[config.mk]
export PLATFORM = sky130hd
export DESIGN_NAME = rft_timer
export DESIGN_NICKNAME = d
export VERILOG_FILES = /design/src/rtl/rft_pkg.sv /design/src/rtl/rft_prescaler.sv /design/src/rtl/rft_timer.sv
export SDC_FILE = /design/constraint.sdc
export NUM_CORES = 1
export LEC_CHECK = 0
export BUFFER_PORTS_ARGS = -buffer_cell sky130_fd_sc_hd__buf_2
export CELL_PAD_IN_SITES_DETAIL_PLACEMENT = 2
export CELL_PAD_IN_SITES_GLOBAL_PLACEMENT = 2
export CORE_MARGIN = 5
export CORE_UTILIZATION = 34
export CTS_CLUSTER_SIZE = 24
export DETAILED_ROUTE_END_ITERATION = 16
export HOLD_SLACK_MARGIN = 0.1
export PLACE_DENSITY = 0.84
export SLEW_MARGIN = 20
export SYNTH_ARGS = -nofsm -noshare
export SYNTH_HDL_FRONTEND = slang
export SYNTH_HIERARCHICAL = 1
export SYNTH_SLANG_ARGS = --single-unit
[constraint.sdc]
create_clock -name clk -period 2.95 [get_ports clk]
set_input_delay 0.1475 -clock clk [delete_from_list [all_inputs] [get_ports clk]]
set_output_delay 0.1475 -clock clk [all_outputs]
set_load 0.05 [all_outputs]
[src/rtl/rft_pkg.sv]
// shared constants of the reader frontend timer unit
package rft_pkg;
	// register indices; the byte address on the bus is four times the index
	localparam logic [7:0] RFT_IDX_MODE = 8'h2a;
	localparam logic [7:0] RFT_IDX_PRESCALE = 8'h2b;
	localparam logic [7:0] RFT_IDX_RELOAD_HIGH = 8'h2c;
	localparam logic [7:0] RFT_IDX_RELOAD_LOW = 8'h2d;
	localparam logic [7:0] RFT_IDX_COUNT_HIGH = 8'h2e;
	localparam logic [7:0] RFT_IDX_COUNT_LOW = 8'h2f;
	localparam logic [7:0] RFT_IDX_CONFIG = 8'h38;
	localparam logic [7:0] RFT_IDX_STATUS = 8'h39;
	localparam logic [7:0] RFT_IDX_CONTROL = 8'h3a;

	// mode register fields
	localparam int RFT_MODE_AUTO_BIT = 7;
	localparam int RFT_MODE_GATE_LSB = 5;
	localparam int RFT_MODE_RESTART_BIT = 4;
	localparam int RFT_MODE_PRE_HI_LSB = 0;

	// config register fields
	localparam int RFT_CFG_EVEN_BIT = 0;
	localparam int RFT_CFG_MULTI_BIT = 1;
	localparam int RFT_CFG_106K_BIT = 2;

	// status register fields
	localparam int RFT_STAT_RUN_BIT = 0;
	localparam int RFT_STAT_FLAG_BIT = 1;

	// control register fields, write-only strobes
	localparam int RFT_CTL_START_BIT = 0;
	localparam int RFT_CTL_STOP_BIT = 1;

	// reset values
	localparam logic [7:0] RFT_RST_MODE = 8'h00;
	localparam logic [7:0] RFT_RST_PRESCALE = 8'h00;
	localparam logic [7:0] RFT_RST_RELOAD = 8'h00;
	localparam logic [7:0] RFT_RST_CONFIG = 8'h00;
	localparam logic [15:0] RFT_RST_COUNT = 16'h0000;

	// received bits after which an automatic stop happens
	localparam logic [2:0] RFT_STOP_BITS_106K = 3'h5;
	localparam logic [2:0] RFT_STOP_BITS_OTHER = 3'h4;

	// gating selections
	typedef enum logic [1:0] {
		RFT_GATE_NONE = 2'h0,
		RFT_GATE_EXT = 2'h1,
		RFT_GATE_AUX = 2'h2,
		RFT_GATE_UNUSED = 2'h3
	} rft_gate_t;

	// bus slave phases
	typedef enum logic [0:0] {
		RFT_BUS_IDLE,
		RFT_BUS_DATA
	} rft_bus_t;
endpackage

[src/rtl/rft_prescaler.sv]
// prescaler producing the timer tick from the reference strobe
`timescale 1ns/1ps
module rft_prescaler
	import rft_pkg::*;
(
	input wire logic clk,
	input wire logic reset,
	input wire logic restart,
	input wire logic ref_strobe,
	input wire logic enable,
	input wire logic [11:0] prescale,
	input wire logic even_divider_select,
	output logic tick
);
	logic [12:0] div_count_reg;
	logic [12:0] div_count_next;
	logic tick_reg;
	logic tick_next;
	logic [12:0] last_count;

	// last count is divisor minus one: 2p for odd, 2p+1 for even
	always_comb begin
		last_count = {prescale, even_divider_select};
		div_count_next = div_count_reg;
		tick_next = 1'b0;
		if (restart) begin
			div_count_next = 13'h0000;
		end else if (enable && ref_strobe) begin
			if (div_count_reg >= last_count) begin
				div_count_next = 13'h0000;
				tick_next = 1'b1;
			end else begin
				div_count_next = div_count_reg + 13'h0001;
			end
		end
	end

	// the divider pauses, not clears, while gated off
	always_ff @(posedge clk or posedge reset) begin
		if (reset) begin
			div_count_reg <= 13'h0000;
			tick_reg <= 1'b0;
		end else begin
			div_count_reg <= div_count_next;
			tick_reg <= tick_next;
		end
	end

	assign tick = tick_reg;
endmodule

[src/rtl/rft_timer.sv]
// reader frontend timer unit with its ahb-lite register slave
//
// Contract
// - prescaler is the 4-bit high nibble joined above the 8-bit low byte
// - with even select clear, tick rate is reference over 2p+1
// - even select resets to zero; when set, tick rate is ref over 2p+2
// - reload upper byte is its own read-write register, reset zero
// - reload lower byte is its own read-write register, reset zero
// - every start event copies the reload value into the counter
// - reload writes never disturb a running count
// - upper counter byte is readable, read only
// - lower counter byte is readable, read only
// - auto start after transmit; stop after fifth or fourth received bit
// - restart reloads at end; otherwise stop at zero and raise flag
// - auto start with multi receive ignores received bits; stops on stop request or expiry
`timescale 1ns/1ps
module rft_timer
	import rft_pkg::*;
(
	input wire logic clk,
	input wire logic reset,
	input wire logic hsel,
	input wire logic [31:0] haddr,
	input wire logic [1:0] htrans,
	input wire logic hwrite,
	input wire logic [2:0] hsize,
	input wire logic [31:0] hwdata,
	input wire logic hready,
	output logic [31:0] hrdata,
	output logic hreadyout,
	output logic hresp,
	input wire logic ref_strobe,
	input wire logic transmit_done,
	input wire logic rx_bit_strobe,
	input wire logic external_gate_input,
	input wire logic first_auxiliary_pin,
	output logic timer_running,
	output logic timer_expiry_flag
);
	// bus state
	rft_bus_t bus_state_reg;
	rft_bus_t bus_state_next;
	logic [7:0] addr_idx_reg;
	logic [7:0] addr_idx_next;
	logic addr_ok_reg;
	logic addr_ok_next;
	logic write_reg;
	logic write_next;
	logic [31:0] hrdata_reg;
	logic [31:0] hrdata_next;
	logic hreadyout_reg;
	logic hreadyout_next;

	// software-visible state
	logic [7:0] mode_reg;
	logic [7:0] mode_next;
	logic [7:0] prescale_low_byte_reg;
	logic [7:0] prescale_low_byte_next;
	logic [7:0] reload_value_upper_reg;
	logic [7:0] reload_value_upper_next;
	logic [7:0] reload_value_lower_reg;
	logic [7:0] reload_value_lower_next;
	logic [7:0] config_reg;
	logic [7:0] config_next;

	// timer state
	logic [15:0] count_reg;
	logic [15:0] count_next;
	logic running_reg;
	logic running_next;
	logic flag_reg;
	logic flag_next;
	logic [2:0] rx_bits_reg;
	logic [2:0] rx_bits_next;

	// pin synchronisers
	logic ext_meta_reg;
	logic ext_sync_reg;
	logic aux_meta_reg;
	logic aux_sync_reg;

	// decoded strobes and helpers
	logic wr_en;
	logic [7:0] wr_byte;
	logic start_ev;
	logic stop_ev;
	logic auto_stop;
	logic gate_open;
	logic tick;
	logic [11:0] prescale;
	logic [2:0] stop_bits;
	logic [7:0] rd_byte;
	rft_gate_t gate_sel;

	// fields pulled out of the mode and config bytes
	assign prescale = {mode_reg[RFT_MODE_PRE_HI_LSB +: 4],
		prescale_low_byte_reg};
	assign gate_sel = rft_gate_t'(mode_reg[RFT_MODE_GATE_LSB +: 2]);
	assign stop_bits = config_reg[RFT_CFG_106K_BIT] ?
		RFT_STOP_BITS_106K : RFT_STOP_BITS_OTHER;

	// two flops on each pin before any logic looks at it
	always_ff @(posedge clk or posedge reset) begin
		if (reset) begin
			ext_meta_reg <= 1'b0;
			ext_sync_reg <= 1'b0;
			aux_meta_reg <= 1'b0;
			aux_sync_reg <= 1'b0;
		end else begin
			ext_meta_reg <= external_gate_input;
			ext_sync_reg <= ext_meta_reg;
			aux_meta_reg <= first_auxiliary_pin;
			aux_sync_reg <= aux_meta_reg;
		end
	end

	// gate high lets ticks through; the unused code behaves as ungated
	always_comb begin
		case (gate_sel)
			RFT_GATE_NONE: gate_open = 1'b1;
			RFT_GATE_EXT: gate_open = ext_sync_reg;
			RFT_GATE_AUX: gate_open = aux_sync_reg;
			RFT_GATE_UNUSED: gate_open = 1'b1;
			default: gate_open = 1'b1;
		endcase
	end

	rft_prescaler u_prescaler (
		.clk(clk),
		.reset(reset),
		.restart(start_ev),
		.ref_strobe(ref_strobe),
		.enable(running_reg && gate_open),
		.prescale(prescale),
		.even_divider_select(config_reg[RFT_CFG_EVEN_BIT]),
		.tick(tick)
	);

	// read mux; counter bytes come straight from the live count
	always_comb begin
		case (addr_idx_reg)
			RFT_IDX_MODE: rd_byte = mode_reg;
			RFT_IDX_PRESCALE: rd_byte = prescale_low_byte_reg;
			RFT_IDX_RELOAD_HIGH: rd_byte = reload_value_upper_reg;
			RFT_IDX_RELOAD_LOW: rd_byte = reload_value_lower_reg;
			RFT_IDX_COUNT_HIGH: rd_byte = count_reg[15:8];
			RFT_IDX_COUNT_LOW: rd_byte = count_reg[7:0];
			RFT_IDX_CONFIG: rd_byte = config_reg;
			RFT_IDX_STATUS: rd_byte = {6'h00, flag_reg, running_reg};
			default: rd_byte = 8'h00;
		endcase
		if (!addr_ok_reg) begin
			rd_byte = 8'h00;
		end
	end

	// ahb-lite slave: one wait state so read data leaves a flop
	always_comb begin
		bus_state_next = bus_state_reg;
		addr_idx_next = addr_idx_reg;
		addr_ok_next = addr_ok_reg;
		write_next = write_reg;
		hrdata_next = hrdata_reg;
		hreadyout_next = 1'b1;
		wr_en = 1'b0;
		wr_byte = hwdata[7:0];
		case (bus_state_reg)
			RFT_BUS_IDLE: begin
				if (hsel && htrans[1] && hready) begin
					bus_state_next = RFT_BUS_DATA;
					addr_idx_next = haddr[9:2];
					addr_ok_next = (haddr[31:10] == 22'h00_0000) &&
						(haddr[1:0] == 2'h0);
					write_next = hwrite;
					hreadyout_next = 1'b0;
				end
			end
			RFT_BUS_DATA: begin
				bus_state_next = RFT_BUS_IDLE;
				wr_en = write_reg && addr_ok_reg;
				hrdata_next = write_reg ? 32'h0000_0000 :
					{24'h00_0000, rd_byte};
			end
			default: begin
				bus_state_next = RFT_BUS_IDLE;
			end
		endcase
	end

	always_ff @(posedge clk or posedge reset) begin
		if (reset) begin
			bus_state_reg <= RFT_BUS_IDLE;
			addr_idx_reg <= 8'h00;
			addr_ok_reg <= 1'b0;
			write_reg <= 1'b0;
			hrdata_reg <= 32'h0000_0000;
			hreadyout_reg <= 1'b1;
		end else begin
			bus_state_reg <= bus_state_next;
			addr_idx_reg <= addr_idx_next;
			addr_ok_reg <= addr_ok_next;
			write_reg <= write_next;
			hrdata_reg <= hrdata_next;
			hreadyout_reg <= hreadyout_next;
		end
	end

	// start and stop events; a start in the same cycle wins over a stop
	always_comb begin
		start_ev = (wr_en && addr_idx_reg == RFT_IDX_CONTROL &&
			wr_byte[RFT_CTL_START_BIT]) ||
			(mode_reg[RFT_MODE_AUTO_BIT] && transmit_done);
		auto_stop = mode_reg[RFT_MODE_AUTO_BIT] &&
			!config_reg[RFT_CFG_MULTI_BIT] && running_reg &&
			rx_bit_strobe &&
			(rx_bits_reg + 3'h1 == stop_bits);
		stop_ev = auto_stop || (wr_en && addr_idx_reg == RFT_IDX_CONTROL &&
			wr_byte[RFT_CTL_STOP_BIT]);
	end

	// register writes and the counter itself
	always_comb begin
		mode_next = mode_reg;
		prescale_low_byte_next = prescale_low_byte_reg;
		reload_value_upper_next = reload_value_upper_reg;
		reload_value_lower_next = reload_value_lower_reg;
		config_next = config_reg;
		count_next = count_reg;
		running_next = running_reg;
		flag_next = flag_reg;
		rx_bits_next = rx_bits_reg;
		if (wr_en) begin
			case (addr_idx_reg)
				RFT_IDX_MODE: mode_next = wr_byte;
				RFT_IDX_PRESCALE: prescale_low_byte_next = wr_byte;
				// reload bytes only hold the value; the count is untouched
				RFT_IDX_RELOAD_HIGH: reload_value_upper_next = wr_byte;
				RFT_IDX_RELOAD_LOW: reload_value_lower_next = wr_byte;
				RFT_IDX_CONFIG: config_next = {5'h00, wr_byte[2:0]};
				RFT_IDX_STATUS: begin
					if (wr_byte[RFT_STAT_FLAG_BIT]) begin
						flag_next = 1'b0;
					end
				end
				default: begin
				end
			endcase
		end
		if (transmit_done) begin
			rx_bits_next = 3'h0;
		end else if (rx_bit_strobe && running_reg &&
			rx_bits_reg != 3'h7) begin
			rx_bits_next = rx_bits_reg + 3'h1;
		end
		// expiry is judged on the tick that finds the counter at zero
		if (running_reg && tick) begin
			if (count_reg == 16'h0000) begin
				if (mode_reg[RFT_MODE_RESTART_BIT]) begin
					count_next = {reload_value_upper_reg,
						reload_value_lower_reg};
				end else begin
					running_next = 1'b0;
					flag_next = 1'b1;
				end
			end else begin
				count_next = count_reg - 16'h0001;
			end
		end
		if (stop_ev) begin
			running_next = 1'b0;
		end
		if (start_ev) begin
			count_next = {reload_value_upper_reg,
				reload_value_lower_reg};
			running_next = 1'b1;
		end
	end

	// counter bytes read live, so a borrow may fall between two reads
	always_ff @(posedge clk or posedge reset) begin
		if (reset) begin
			mode_reg <= RFT_RST_MODE;
			prescale_low_byte_reg <= RFT_RST_PRESCALE;
			reload_value_upper_reg <= RFT_RST_RELOAD;
			reload_value_lower_reg <= RFT_RST_RELOAD;
			config_reg <= RFT_RST_CONFIG;
			count_reg <= RFT_RST_COUNT;
			running_reg <= 1'b0;
			flag_reg <= 1'b0;
			rx_bits_reg <= 3'h0;
		end else begin
			mode_reg <= mode_next;
			prescale_low_byte_reg <= prescale_low_byte_next;
			reload_value_upper_reg <= reload_value_upper_next;
			reload_value_lower_reg <= reload_value_lower_next;
			config_reg <= config_next;
			count_reg <= count_next;
			running_reg <= running_next;
			flag_reg <= flag_next;
			rx_bits_reg <= rx_bits_next;
		end
	end

	assign hrdata = hrdata_reg;
	assign hreadyout = hreadyout_reg;
	assign hresp = 1'b0;
	assign timer_running = running_reg;
	assign timer_expiry_flag = flag_reg;
endmodule

# Yosys cells after proc, flatten, opt, wreduce, memory -nomap -nowiden
# Index checks and enable logic that the tools add are counted.
# op_classes
n_mux	33
div_mod_pow	0
add_sub_neg	3
reduce_logical	38
shift	0
multipliers	0
n_bitwise	1
n_eq_ne	16
magnitude_cmp	1
# op_table
cell	n
$eq 8x6->1 const B	9
$mux 16	4
$pmux 8 s8	1
$mux 13	3
$logic_not 22->1	1
$mux 1	19
$logic_and 1x1->1	17
$logic_not 16->1	1
$mux 8	2
$sub 16x1->16 const B	1
$reduce_and 2->1	7
$add 13x1->13 const B	1
$ge 13x13->1	1
$mux 3	2
$ne 3x3->1 const B	2
$reduce_bool 2->1	3
$reduce_bool 3->1	2
$eq 2x2->1 const B	2
$logic_not 2->1	2
$add 3x1->3 const B	1
$eq 3x3->1	1
$ne 3x1->1 const B	1
$pmux 1 s3	1
$reduce_and 3->1	1
6 further kinds	7
# word_totals
elab_cells	113
in_bits	79
romBits	0
latchBits	0
memories	0
register_bits	118
output_inout_bits	36
ramBits	0

# Longest topological paths before layout
# Gate-level depths: netlist (run 1).
# logic_depth
ltp_word	8
ltp_mapped	11
mapped_depth_nobuf	10

# Modules after synthesis
# The synthesis (run 1) kept the hierarchy.
# modules_own_cells
module	cells_each	area_each_um2	n_inst	seq_area_each_um2
rft_timer	438	4458.0	1	2003.2
rft_prescaler	123	1102.3	1	350.3

# Least setup slack after synthesis (run 1)
# Ideal clock, no wire load.
# synth_path
path_kind	register -> register
start	register addr_idx_reg[6]
end	register u_prescaler.div_count_reg[11]
path_stages_with_launch	12
t_arrival_ns	2.574
setup_time_ns	0.136
slack_ns	0.240
required_ns	2.814
path_buffers	3
path_cell_list	dfrtp_1 > or3b_2 > clkbuf_1 > nor3_1 > a41oi_1 > inv_1 > buf_4 > clkbuf_1 > o2111ai_1 > nor2_1 > xnor2_1 > nor3_1
# synth_between
elab_chain_cells	5
word_cells_on_any_way	6
# synth_rtl
element	line	source
start, declared	rft_timer.sv:43	logic [7:0] addr_idx_reg;
start signal, assigned	rft_timer.sv:200	addr_idx_reg <= addr_idx_next;
$eq 8x6->1 (*)	rft_timer.sv:210	start_ev = (wr_en && addr_idx_reg == RFT_IDX_CONTROL &&
$logic_and 1x1->1 (*) (2 in series)	rft_timer.sv:210	
$logic_or 1x1->1 (*)	rft_timer.sv:211	wr_byte[RFT_CTL_START_BIT]) ||
$mux 13 or $reduce_bool 2->1 (tied branches)	-	
end signal, assigned	rft_prescaler.sv:44	div_count_reg <= div_count_next;
end, declared	rft_prescaler.sv:15	logic [12:0] div_count_reg;
# Every way passes the cells marked *; elsewhere a longest branch is shown, timed or not.
# A chain may end at the register's enable or synchronous reset.

# Worst setup path after layout (run 1)
# layout_path
start	input haddr[18]
end	register addr_ok_reg
# layout_between
elab_chain_cells	2
# layout_rtl
element	line	source
start, declared	rft_timer.sv:23	input wire logic [31:0] haddr,
$logic_not 22->1	rft_timer.sv:172	addr_ok_next = (haddr[31:10] == 22'h00_0000) &&
$logic_and 1x1->1	rft_timer.sv:172	
end signal, assigned	rft_timer.sv:201	addr_ok_reg <= addr_ok_next;
end, declared	rft_timer.sv:45	logic addr_ok_reg;
# No other way between the ends.

==> results of run 1 <==
[cell type report]
type,count,area [µm²]
well taps,216,270
fillers,1757,9340
clock inverters,6,85.1
repair buffers,100,648
inverters,40,151
clock buffers,10,239
multi-input cells,403,2850
flip-flops and latches,94,2350
[cells in the mapped netlist (4+ instances only)]
cell type / n / area (µm²)
clkbuf_1: 15 / 56.3
mux2i_1: 18 / 180
o2bb2ai_1: 8 / 70.1
o21ai_0: 12 / 60.1
or4_1: 8 / 60.1
and2_1: 4 / 25.0
xor2_1: 7 / 61.3
a21oi_1: 13 / 65.1
o211a_1: 4 / 40.0
a211oi_1: 6 / 45.0
o22ai_1: 8 / 50.1
nor4_1: 20 / 125
mux2_2: 39 / 439
nand3b_1: 4 / 30.0
ha_1: 20 / 250
xnor2_1: 6 / 52.6
nor3_1: 26 / 130
nor2_1: 26 / 97.6
buf_4: 27 / 203
nand4_1: 13 / 81.3
and3_1: 4 / 25.0
nand3_1: 16 / 80.1
inv_1: 40 / 150
dfrtp_1: 93 / 2330
nand2_1: 51 / 191
[layer usage]
metal | GRT usage, % | vias up | share of wire [%]
met5 | 0 | - | 0
met4 | 6.04 | 0 | 1.2
met3 | 3.56 | 21 | 3.2
met2 | 40.8 | 85 | 56
met1 | 25.9 | 2542 | 40
li1 | - | 2150 | -
[per-stage QoR]
stage / hold WS [ns] / area [µm²] / power (mW) / std cells
global placement: 0.174 / 6080 / 2.07 / 833
global route: 0.102 / 6600 / 3.57 / 869
finish: 0.110 / 6600 / 3.43 / 869
CTS: 0.100 / 6600 / 3.44 / 869
floorplan: 0.0367 / 5650 / 1.92 / 585
detailed placement: 0.190 / 6080 / 2.12 / 833
[what timing repair did]
item,CTS,global route
hold buffers,20,0
endpoints found under the setup margin,0,4
resized for setup,0,1
hold endpoints to repair,58,0
[report_power, final]
part,switching [mW],internal (mW)
clock,0.533,0.763
sequential,0.137,1.38
combinational,0.385,0.234
total,1.06,2.38
[cell families after synthesis]
group,Yosys count,share of synthesized area (%)
xor+xnor,13,2.05
fa+ha+maj,20,4.50
mux,58,11.5
buf+inv,88,7.97
other cells,1,0.0674
flops,94,42.3
simple gates,203,20.1
compound gates,84,11.4
[path summary, 6_finish.rpt]
check                                               end  slack [ns]  depth (start not counted)
min in group asynchronous                   mode_reg[1]        0.35                          3
max in group asynchronous                  count_reg[1]        1.84                          4
setup reg to reg           u_prescaler/div_count_reg[7]        0.31                          8
setup / recovery                            addr_ok_reg        0.21                          8
hold reg to reg                            ext_sync_reg        0.35                          0
hold / removal                reload_value_lower_reg[7]        0.11                          2
==> results.md, run 1 <==
* Status: finished clean
* FMAX at 365 MHz
* H-tree depth at 3
* Cell family with most CP delay: buffers and inverters
* IR drop worst, VDD at 0.272 mV
* Slew margin rel. at 59.3%
* DRC Markers at 0
* Initial antenna violation count at 0
* CTS tree: done
* Seq cells post-synth at 94
* DIE WIDTH at 138 µm
* Pre-CTS setup slack at 0.188 ns
* GRT Overall Usage at 21.9%
* Area Growth Syn to Fin at 18.7%
* Async S/R FF share, synth at 100%
* CP Class: in2reg
* Global route overflow at 0
* GP Congestion at 0.866
* Max reg flops at 16
* DRT Pass-1 Iters at 5
* Commonest non-fill, non-tap cell in the layout: dfrtp_1
* Largest net degree at the start of global routing at 29
* Die H at 138 µm
* Ant. Diodes at 0
* CP Cell Sequence: dlygate4sd3_1 > buf_2 > nor4_1 > dlygate4sd3_1 > nand2_1 > dlygate4sd3_1 > o31ai_1 > dlygate4sd3_1
* Worst Path Arrival at 3.03 ns
* Hold WC Path Type: in2reg
* Slew Limit Fails at 0
* Fraction of layout cells with a size suffix above 1 at 24.2%
* Port bufs at 61
* Pwr Density at 520 nW/µm²
* Worst-Margin Slew at 0.609 ns
* Post-Synthesis Cells at 561
* Post-synth EDFFs at 0
* Final wirelength at 20100 µm
* Unrepaired setup endpoints after global routing: no
* Synth unique cells at 75
* Final nets at 747
* Primary FF master, synth: dfrtp_1
* Die ar. at 19000 µm²
* Vias in the first global route at 5476
* Final Setup Violations at 0
* Worst path most repeated cell: dlygate4sd3_1
* Setup ws final at 0.211 ns
* Worst Path Required at 3.24 ns
* Setup TNS at 0 ns
* Routed vias/inst at 5.52
* Reg-to-Reg Start: addr_idx_reg[6]
* Clock Skew at 0.00968 ns
* Ports at 115
* Final period utilization at 92.8%
* Syn_area_per_cell at 9.91 µm²
* Core area at 15900 µm²
* Element type at the critical path end: flip-flop
* Critical-path top delay cell: dlygate4sd3_1
* Fin util at 41.4%
* CP Launch Type: input pin
* Initial drt markers at 319
* Pleak at 2.95 nW
* Final Critical Period at 2.74 ns
* First-pass GRT wire length at 31400 µm
* Routed len/inst at 23.1 µm
* TritonCTS Sinks at 94
* Netlist Area Pre-Place at 5560 µm²
* Hold_sp: hwdata[7]
* YS warnings at 6
* Initial Util at 34.9%
* Sequential fraction of the synthesis area at 42.3%
* Most frequent cells in the layout: dfrtp_1 (93), buf_2 (61), nand2_1 (51)
* Register clock-pin slew on the reported worst setup and hold paths at 0.07 ns
* Max Fanout on Critical Path at 1
* Delay of the slowest critical-path stage at 0.59 ns
* DR vias at 4798
* Post-DP HPWL at 14400 µm
* Clk buf depth at 2
* Final Hold Vio Count at 0
* ANT nets after route at 0
* Critical path buffer and inverter count at 5
* Post-CTS Setup Inserts at 0
* Clock Latency Late Sink at 0.36 ns
* CTS Buf Count at 9
* Max Cap Violations at 0
* Root Buffer: clkbuf_16
* Crit path launch: haddr[18]
* Row Count at 46
Note: power is estimated with default switching activity, not from simulation.
==> inputs of run 2 (changes only) <==
--- a/config.mk
+++ b/config.mk
@@ -8,13 +8,12 @@
 export BUFFER_PORTS_ARGS = -buffer_cell sky130_fd_sc_hd__buf_2
 export CELL_PAD_IN_SITES_DETAIL_PLACEMENT = 2
 export CELL_PAD_IN_SITES_GLOBAL_PLACEMENT = 2
-export CORE_MARGIN = 5
-export CORE_UTILIZATION = 34
+export CORE_MARGIN = 2
+export CORE_UTILIZATION = 29
 export CTS_CLUSTER_SIZE = 24
 export DETAILED_ROUTE_END_ITERATION = 16
 export HOLD_SLACK_MARGIN = 0.1
-export PLACE_DENSITY = 0.84
-export SLEW_MARGIN = 20
+export PLACE_DENSITY = 0.74
 export SYNTH_ARGS = -nofsm -noshare
 export SYNTH_HDL_FRONTEND = slang
 export SYNTH_HIERARCHICAL = 1
==> results.md, run 2 (synthesized netlist as in run 1, its figures left out) <==
* Status: finished clean
* Reg2Reg Setup Slack at 0.17 ns
* Worst setup endpoint: count_reg[8]
* Final Critical Period at 2.78 ns
* Die ar. at 20300 µm²
* R2r worst-path depth at 7
* CTS tree: done
* IR drop worst, VDD at 0.199 mV
* Final nets at 742
* CTS Buf Count at 9
* Worst-Margin Slew at 0.813 ns
* Routed vias/inst at 5.33
* Area Growth Syn to Fin at 18.5%
* Hold WC Path Type: in2reg
* Fraction of layout cells with a size suffix above 1 at 23.9%
* GRT Overall Usage at 18.7%
* Root Buffer: clkbuf_16
* Post_cts resized at 0
* Initial antenna violation count at 0
* Ant. Diodes at 0
* Pwr Density at 514 nW/µm²
* Max Cap Violations at 0
* Ports at 115
* Final period utilization at 94.1%
* Clock Skew at 0.00754 ns
* Final Instance Count excl. Fillers at 882
* Largest net degree at the start of global routing at 70
* Initial Util at 29.6%
* CP Launch Type: flip-flop
* TritonCTS Sinks at 94
* Element type at the critical path end: flip-flop
* Slew Limit Fails at 0
* FMAX at 360 MHz
* Post-DP HPWL at 13500 µm
* DR vias at 4702
* ANT nets after route at 0
* First-pass GRT wire length at 29400 µm
* Worst Path Required at 3.19 ns
* Setup TNS at 0 ns
* H-tree depth at 3
* Placed insts at 849
* CP Class: reg2reg
* Global route overflow at 0
* Routed len/inst at 20.5 µm
* DRT Pass-1 Iters at 6
* Clock Latency Late Sink at 0.35 ns
* Final Hold Vio Count at 0
* Die H at 142 µm
* Filler cells at 2068
* Final wirelength at 18000 µm
* Slew margin rel. at 45.3%
* DIE WIDTH at 142 µm
* Most frequent cells in the layout: dfrtp_1 (93), buf_2 (61), nand2_1 (51)
* Max reg flops at 16
* Reg-to-Reg Start: count_reg[1]
* Clk buf depth at 2
* Final Setup Violations at 0
* Vias in the first global route at 5215
* Pleak at 2.94 nW
* Initial drt markers at 203
* DRC Markers at 0
* Max Fanout on Critical Path at 6
* Reg-to-reg critical path endpoint: count_reg[8]
* Crit path launch: count_reg[1]
* Worst Path Arrival at 3.02 ns
* Core area at 18800 µm²
* Register clock-pin slew on the reported worst setup and hold paths at 0.07 ns
* Commonest non-fill, non-tap cell in the layout: dfrtp_1
* Port bufs at 61
* GP Congestion at 0.877
* Unrepaired setup endpoints after global routing: no
* Row Count at 50
-- run 2: worst min path at each step --
| stage | start | end | slack (ns) | depth (start not counted) |
|---|---|---|---|---|
| 4_1_cts | hwdata[3] | mode_reg[3] | 0.11 | 2 |
| 2_1_floorplan | reset | u_prescaler/div_count_reg[0] | 0.04 | 1 |
| 6_report | hwdata[6] | reload_value_lower_reg[6] | 0.11 | 2 |
| 3_5_place_dp | reset | aux_meta_reg | 0.09 | 2 |
| 5_1_grt | hwdata[4] | reload_value_upper_reg[4] | 0.11 | 2 |
| 3_3_place_gp | reset | aux_meta_reg | 0.09 | 2 |
-- run 2: cell type report --
class / count / area, µm² / area share [%]
clock buffers: 10 / 239 / 3.63
flip-flops and latches: 94 / 2350 / 35.7
repair buffers: 95 / 616 / 9.34
clock inverters: 6 / 83.8 / 1.27
inverters: 40 / 151 / 2.30
well taps: 234 / 293 / 4.44
multi-input cells: 403 / 2850 / 43.3
-- run 2: per-stage QoR --
| stage | utilization [%] | power (mW) | cell area (µm²) | hold WS [ns] | setup WS (ns) |
|---|---|---|---|---|---|
| finish | 35.1 | 3.39 | 6590 | 0.112 | 0.174 |
| global route | 35.1 | 3.55 | 6590 | 0.110 | 0.0552 |
| CTS | 35.1 | 3.43 | 6590 | 0.105 | 0.201 |
| detailed placement | 32.5 | 2.11 | 6100 | 0.0907 | 0.210 |
| global placement | 32.5 | 2.07 | 6100 | 0.0882 | 0.309 |
| floorplan | - | 1.92 | 5650 | 0.0367 | 0.240 |
-- run 2: timing repair --
action | CTS | global route
hold buffers | 17 | 0
hold endpoints to repair | 108 | 0
setup buffers | 0 | 0
setup endpoints to repair | 0 | 0
-- run 2: worst max-delay path, stage by stage, from the launching register on --
cell	delay (ns)
dfrtp_1	0.48
inv_1	0.12
ha_1	0.16
or3b_2	0.53
nor4_1	0.65
nor4_1	0.13
or4_1	0.44
o211a_1	0.15
-- run 2: report_power, final --
part / switching, mW / internal, mW
clock network: 0.516 / 0.765
registers: 0.131 / 1.38
logic: 0.364 / 0.231
total: 1.01 / 2.37
-- run 2: metal layers --
layer	vias to the layer above	global-route usage, %	part of all wire, %
met5	-	0	0
met4	0	4.85	1.7
met3	27	2.62	2.5
met2	69	33.9	53
met1	2462	23.4	43
li1	2144	-	-
==> inputs of run 3 (changes only) <==
--- a/config.mk
+++ b/config.mk
@@ -5,15 +5,16 @@
 export SDC_FILE = /design/constraint.sdc
 export NUM_CORES = 1
 export LEC_CHECK = 0
+export ABC_AREA = 1
 export BUFFER_PORTS_ARGS = -buffer_cell sky130_fd_sc_hd__buf_2
 export CELL_PAD_IN_SITES_DETAIL_PLACEMENT = 2
 export CELL_PAD_IN_SITES_GLOBAL_PLACEMENT = 2
 export CORE_MARGIN = 2
-export CORE_UTILIZATION = 29
+export CORE_UTILIZATION = 32
 export CTS_CLUSTER_SIZE = 24
 export DETAILED_ROUTE_END_ITERATION = 16
 export HOLD_SLACK_MARGIN = 0.1
-export PLACE_DENSITY = 0.74
+export PLACE_DENSITY = 0.85
 export SYNTH_ARGS = -nofsm -noshare
 export SYNTH_HDL_FRONTEND = slang
 export SYNTH_HIERARCHICAL = 1
==> results.md, run 3 <==
* Status: finished clean
* Fraction of layout cells with a size suffix above 1 at 18.1%
* Hold WC Path Type: in2reg
* CP Class: in2reg
* Routed vias/inst at 5.06
* Most frequent cells in the layout: nand2_1 (263), inv_1 (93), dfrtp_1 (93)
* Final period utilization at 94.6%
* H-tree depth at 3
* Root Buffer: clkbuf_16
* Pwr Density at 467 nW/µm²
* Port bufs at 61
* Post-DP HPWL at 14700 µm
* Seq cells post-synth at 94
* Synth Area in Compound Gates at 8.63%
* Max Fanout on Critical Path at 1
* CP Launch Type: input pin
* Worst path most repeated cell: dlygate4sd3_1
* Dpl cell area at 6460 µm²
* Design area at 6950 µm²
* CTS tree: done
* First-pass GRT wire length at 34000 µm
* Netlist Area Pre-Place at 6030 µm²
* Reg2Reg Setup Slack at 0.25 ns
* Max Cap Violations at 0
* Most common library cells after synthesis: nand2_1 (263), inv_1 (94), dfrtp_1 (93)
* Synth Area in XOR/XNOR at 1.02%
* Die H at 141 µm
* Final Hold Vio Count at 0
* Die ar. at 20000 µm²
* Power Total at 3.24 mW
* Vias in the first global route at 6210
* Slew margin rel. at 52.0%
* CTS Buf Count at 9
* Post-synth EDFFs at 0
* DRC Markers at 0
* Core area at 18600 µm²
* Final nets at 991
* Multiplexer area fraction after synthesis at 0%
* Critical-path top delay cell: dlygate4sd3_1
* Initial drt markers at 275
* Routed len/inst at 19.1 µm
* Main combinational cell family by area after synthesis: simple AND/OR/NAND/NOR gates
* Final wirelength at 21600 µm
* Post-Synthesis Cells at 815
* Synth area leaders: dfrtp_1 (39%), nand2_1 (16%), nand3_1 (6.8%), inv_1 (5.8%), ha_1 (4.1%)
* IR drop worst, VDD at 0.280 mV
* TritonCTS Sinks at 94
* CP Cell Sequence: dlygate4sd3_1 > buf_2 > nor4_1 > dlygate4sd3_1 > nand3_1 > dlygate4sd3_1 > o21ai_0 > dlygate4sd3_1
* Unrepaired setup endpoints after global routing: no
* Syn_area_per_cell at 7.40 µm²
* Slew Limit Fails at 0
* Primary FF master, synth: dfrtp_1
* Ant. Diodes at 0
* Clock Skew at 0.0230 ns
* ANT nets after route at 0
* Hold WS at 0.103 ns
* YS warnings at 6
* Synth top area share at 38.6%
* Initial Util at 32.5%
* Register clock-pin slew on the reported worst setup and hold paths at 0.09 ns
* GRT Overall Usage at 21.7%
* Area Growth Syn to Fin at 15.2%
* Pleak at 3.87 nW
* Worst Path Arrival at 3.10 ns
* DRT Pass-1 Iters at 4
* Async S/R FF share, synth at 100%
* Element type at the critical path end: flip-flop
* Commonest non-fill, non-tap cell in the layout: nand2_1
* FMAX at 358 MHz
* Ports at 115
* Delay of the slowest critical-path stage at 0.62 ns
* DIE WIDTH at 141 µm
* Critical path buffer and inverter count at 5
* Fin util at 37.4%
* Setup TNS at 0 ns
* Clk buf depth at 2
* Worst Path Required at 3.26 ns
* Cell family with most CP delay: buffers and inverters
* Max reg flops at 16
* GP Congestion at 0.831
* Row Count at 50
* DR vias at 5723
* Simple-gate area share of the yosys netlist at 35.5%
* Final Setup Violations at 0
* Initial antenna violation count at 0
* Final Critical Period at 2.79 ns
* Count leader, synth: nand2_1
* Cell accounting for the most synthesized area: dfrtp_1
* Sequential fraction of the synthesis area at 39.0%
* Global route overflow at 0
* Synth unique cells at 40
* Clock Latency Late Sink at 0.38 ns
* Largest net degree at the start of global routing at 39
* Post-Synth Adder-Cell Area at 4.15%
* Worst-Margin Slew at 0.720 ns
[run 3: cell type report]
class | count | area (µm²)
well taps | 234 | 293
clock buffers | 12 | 267
fillers | 2176 | 11600
clock inverters | 4 | 37.5
repair buffers | 85 | 526
inverters | 107 | 405
multi-input cells | 595 | 3070
flip-flops and latches | 94 | 2350
[run 3: final timing paths]
kind,start,to,cells past startpoint
min in group asynchronous,reset,u_prescaler/div_count_reg[2],3
min reg2reg,aux_meta_reg,aux_sync_reg,0
max in group asynchronous,reset,hreadyout,4
max reg2reg,bus_state_reg,addr_ok_reg,8
min,hwdata[4],mode_reg[4],3
max,haddr[28],addr_ok_reg,8
[run 3: worst min-delay path, cell delays in order]
cell	delay, ns
buf_2	0.08
inv_1	0.08
o21ai_2	0.13
[run 3: timing repair]
action / in CTS / in global routing
setup endpoints to repair: 0 / 1
endpoints found under the hold margin: 62 / 0
resized for setup: 0 / 1
hold buffers: 16 / 0
setup buffers: 0 / 3
[run 3: where the power goes]
group,internal [mW],switching (mW)
Sequential,1.35,0.0938
Clock,0.656,0.594
Combinational,0.148,0.399
Total,2.16,1.09
[run 3: through the flow]
| step | cells | worst slack, ns |
|---|---|---|
| 2_1_floorplan | 839 | 0.752 |
| 3_3_place_gp | 1096 | 0.650 |
| 6_report | 1131 | 0.159 |
| 4_1_cts | 1128 | 0.261 |
| 3_5_place_dp | 1096 | 0.537 |
| 5_1_grt | 1131 | 0.0134 |
[run 3: metal layers]
metal  global-route usage (%)  vias up  share of wire [%]
li1                         -     2700                  -
met1                     26.6     2918                 42
met2                     39.6       81                 53
met3                     3.48       24                2.8
met4                     5.95        0                1.9
met5                        0        -                  0
[run 3: kinds of logic (layout without fill, tap and decap cells)]
family                     count (synthesis)  count (layout)
and+or+nand+nor                          463             463
buffers and inverters                    150             208
DFF                                       94              94
AOI/OAI and AO/OA                         80              80
adders and majority gates                 20              20
xor gates and xnor gates                   7               7
other                                      1              25
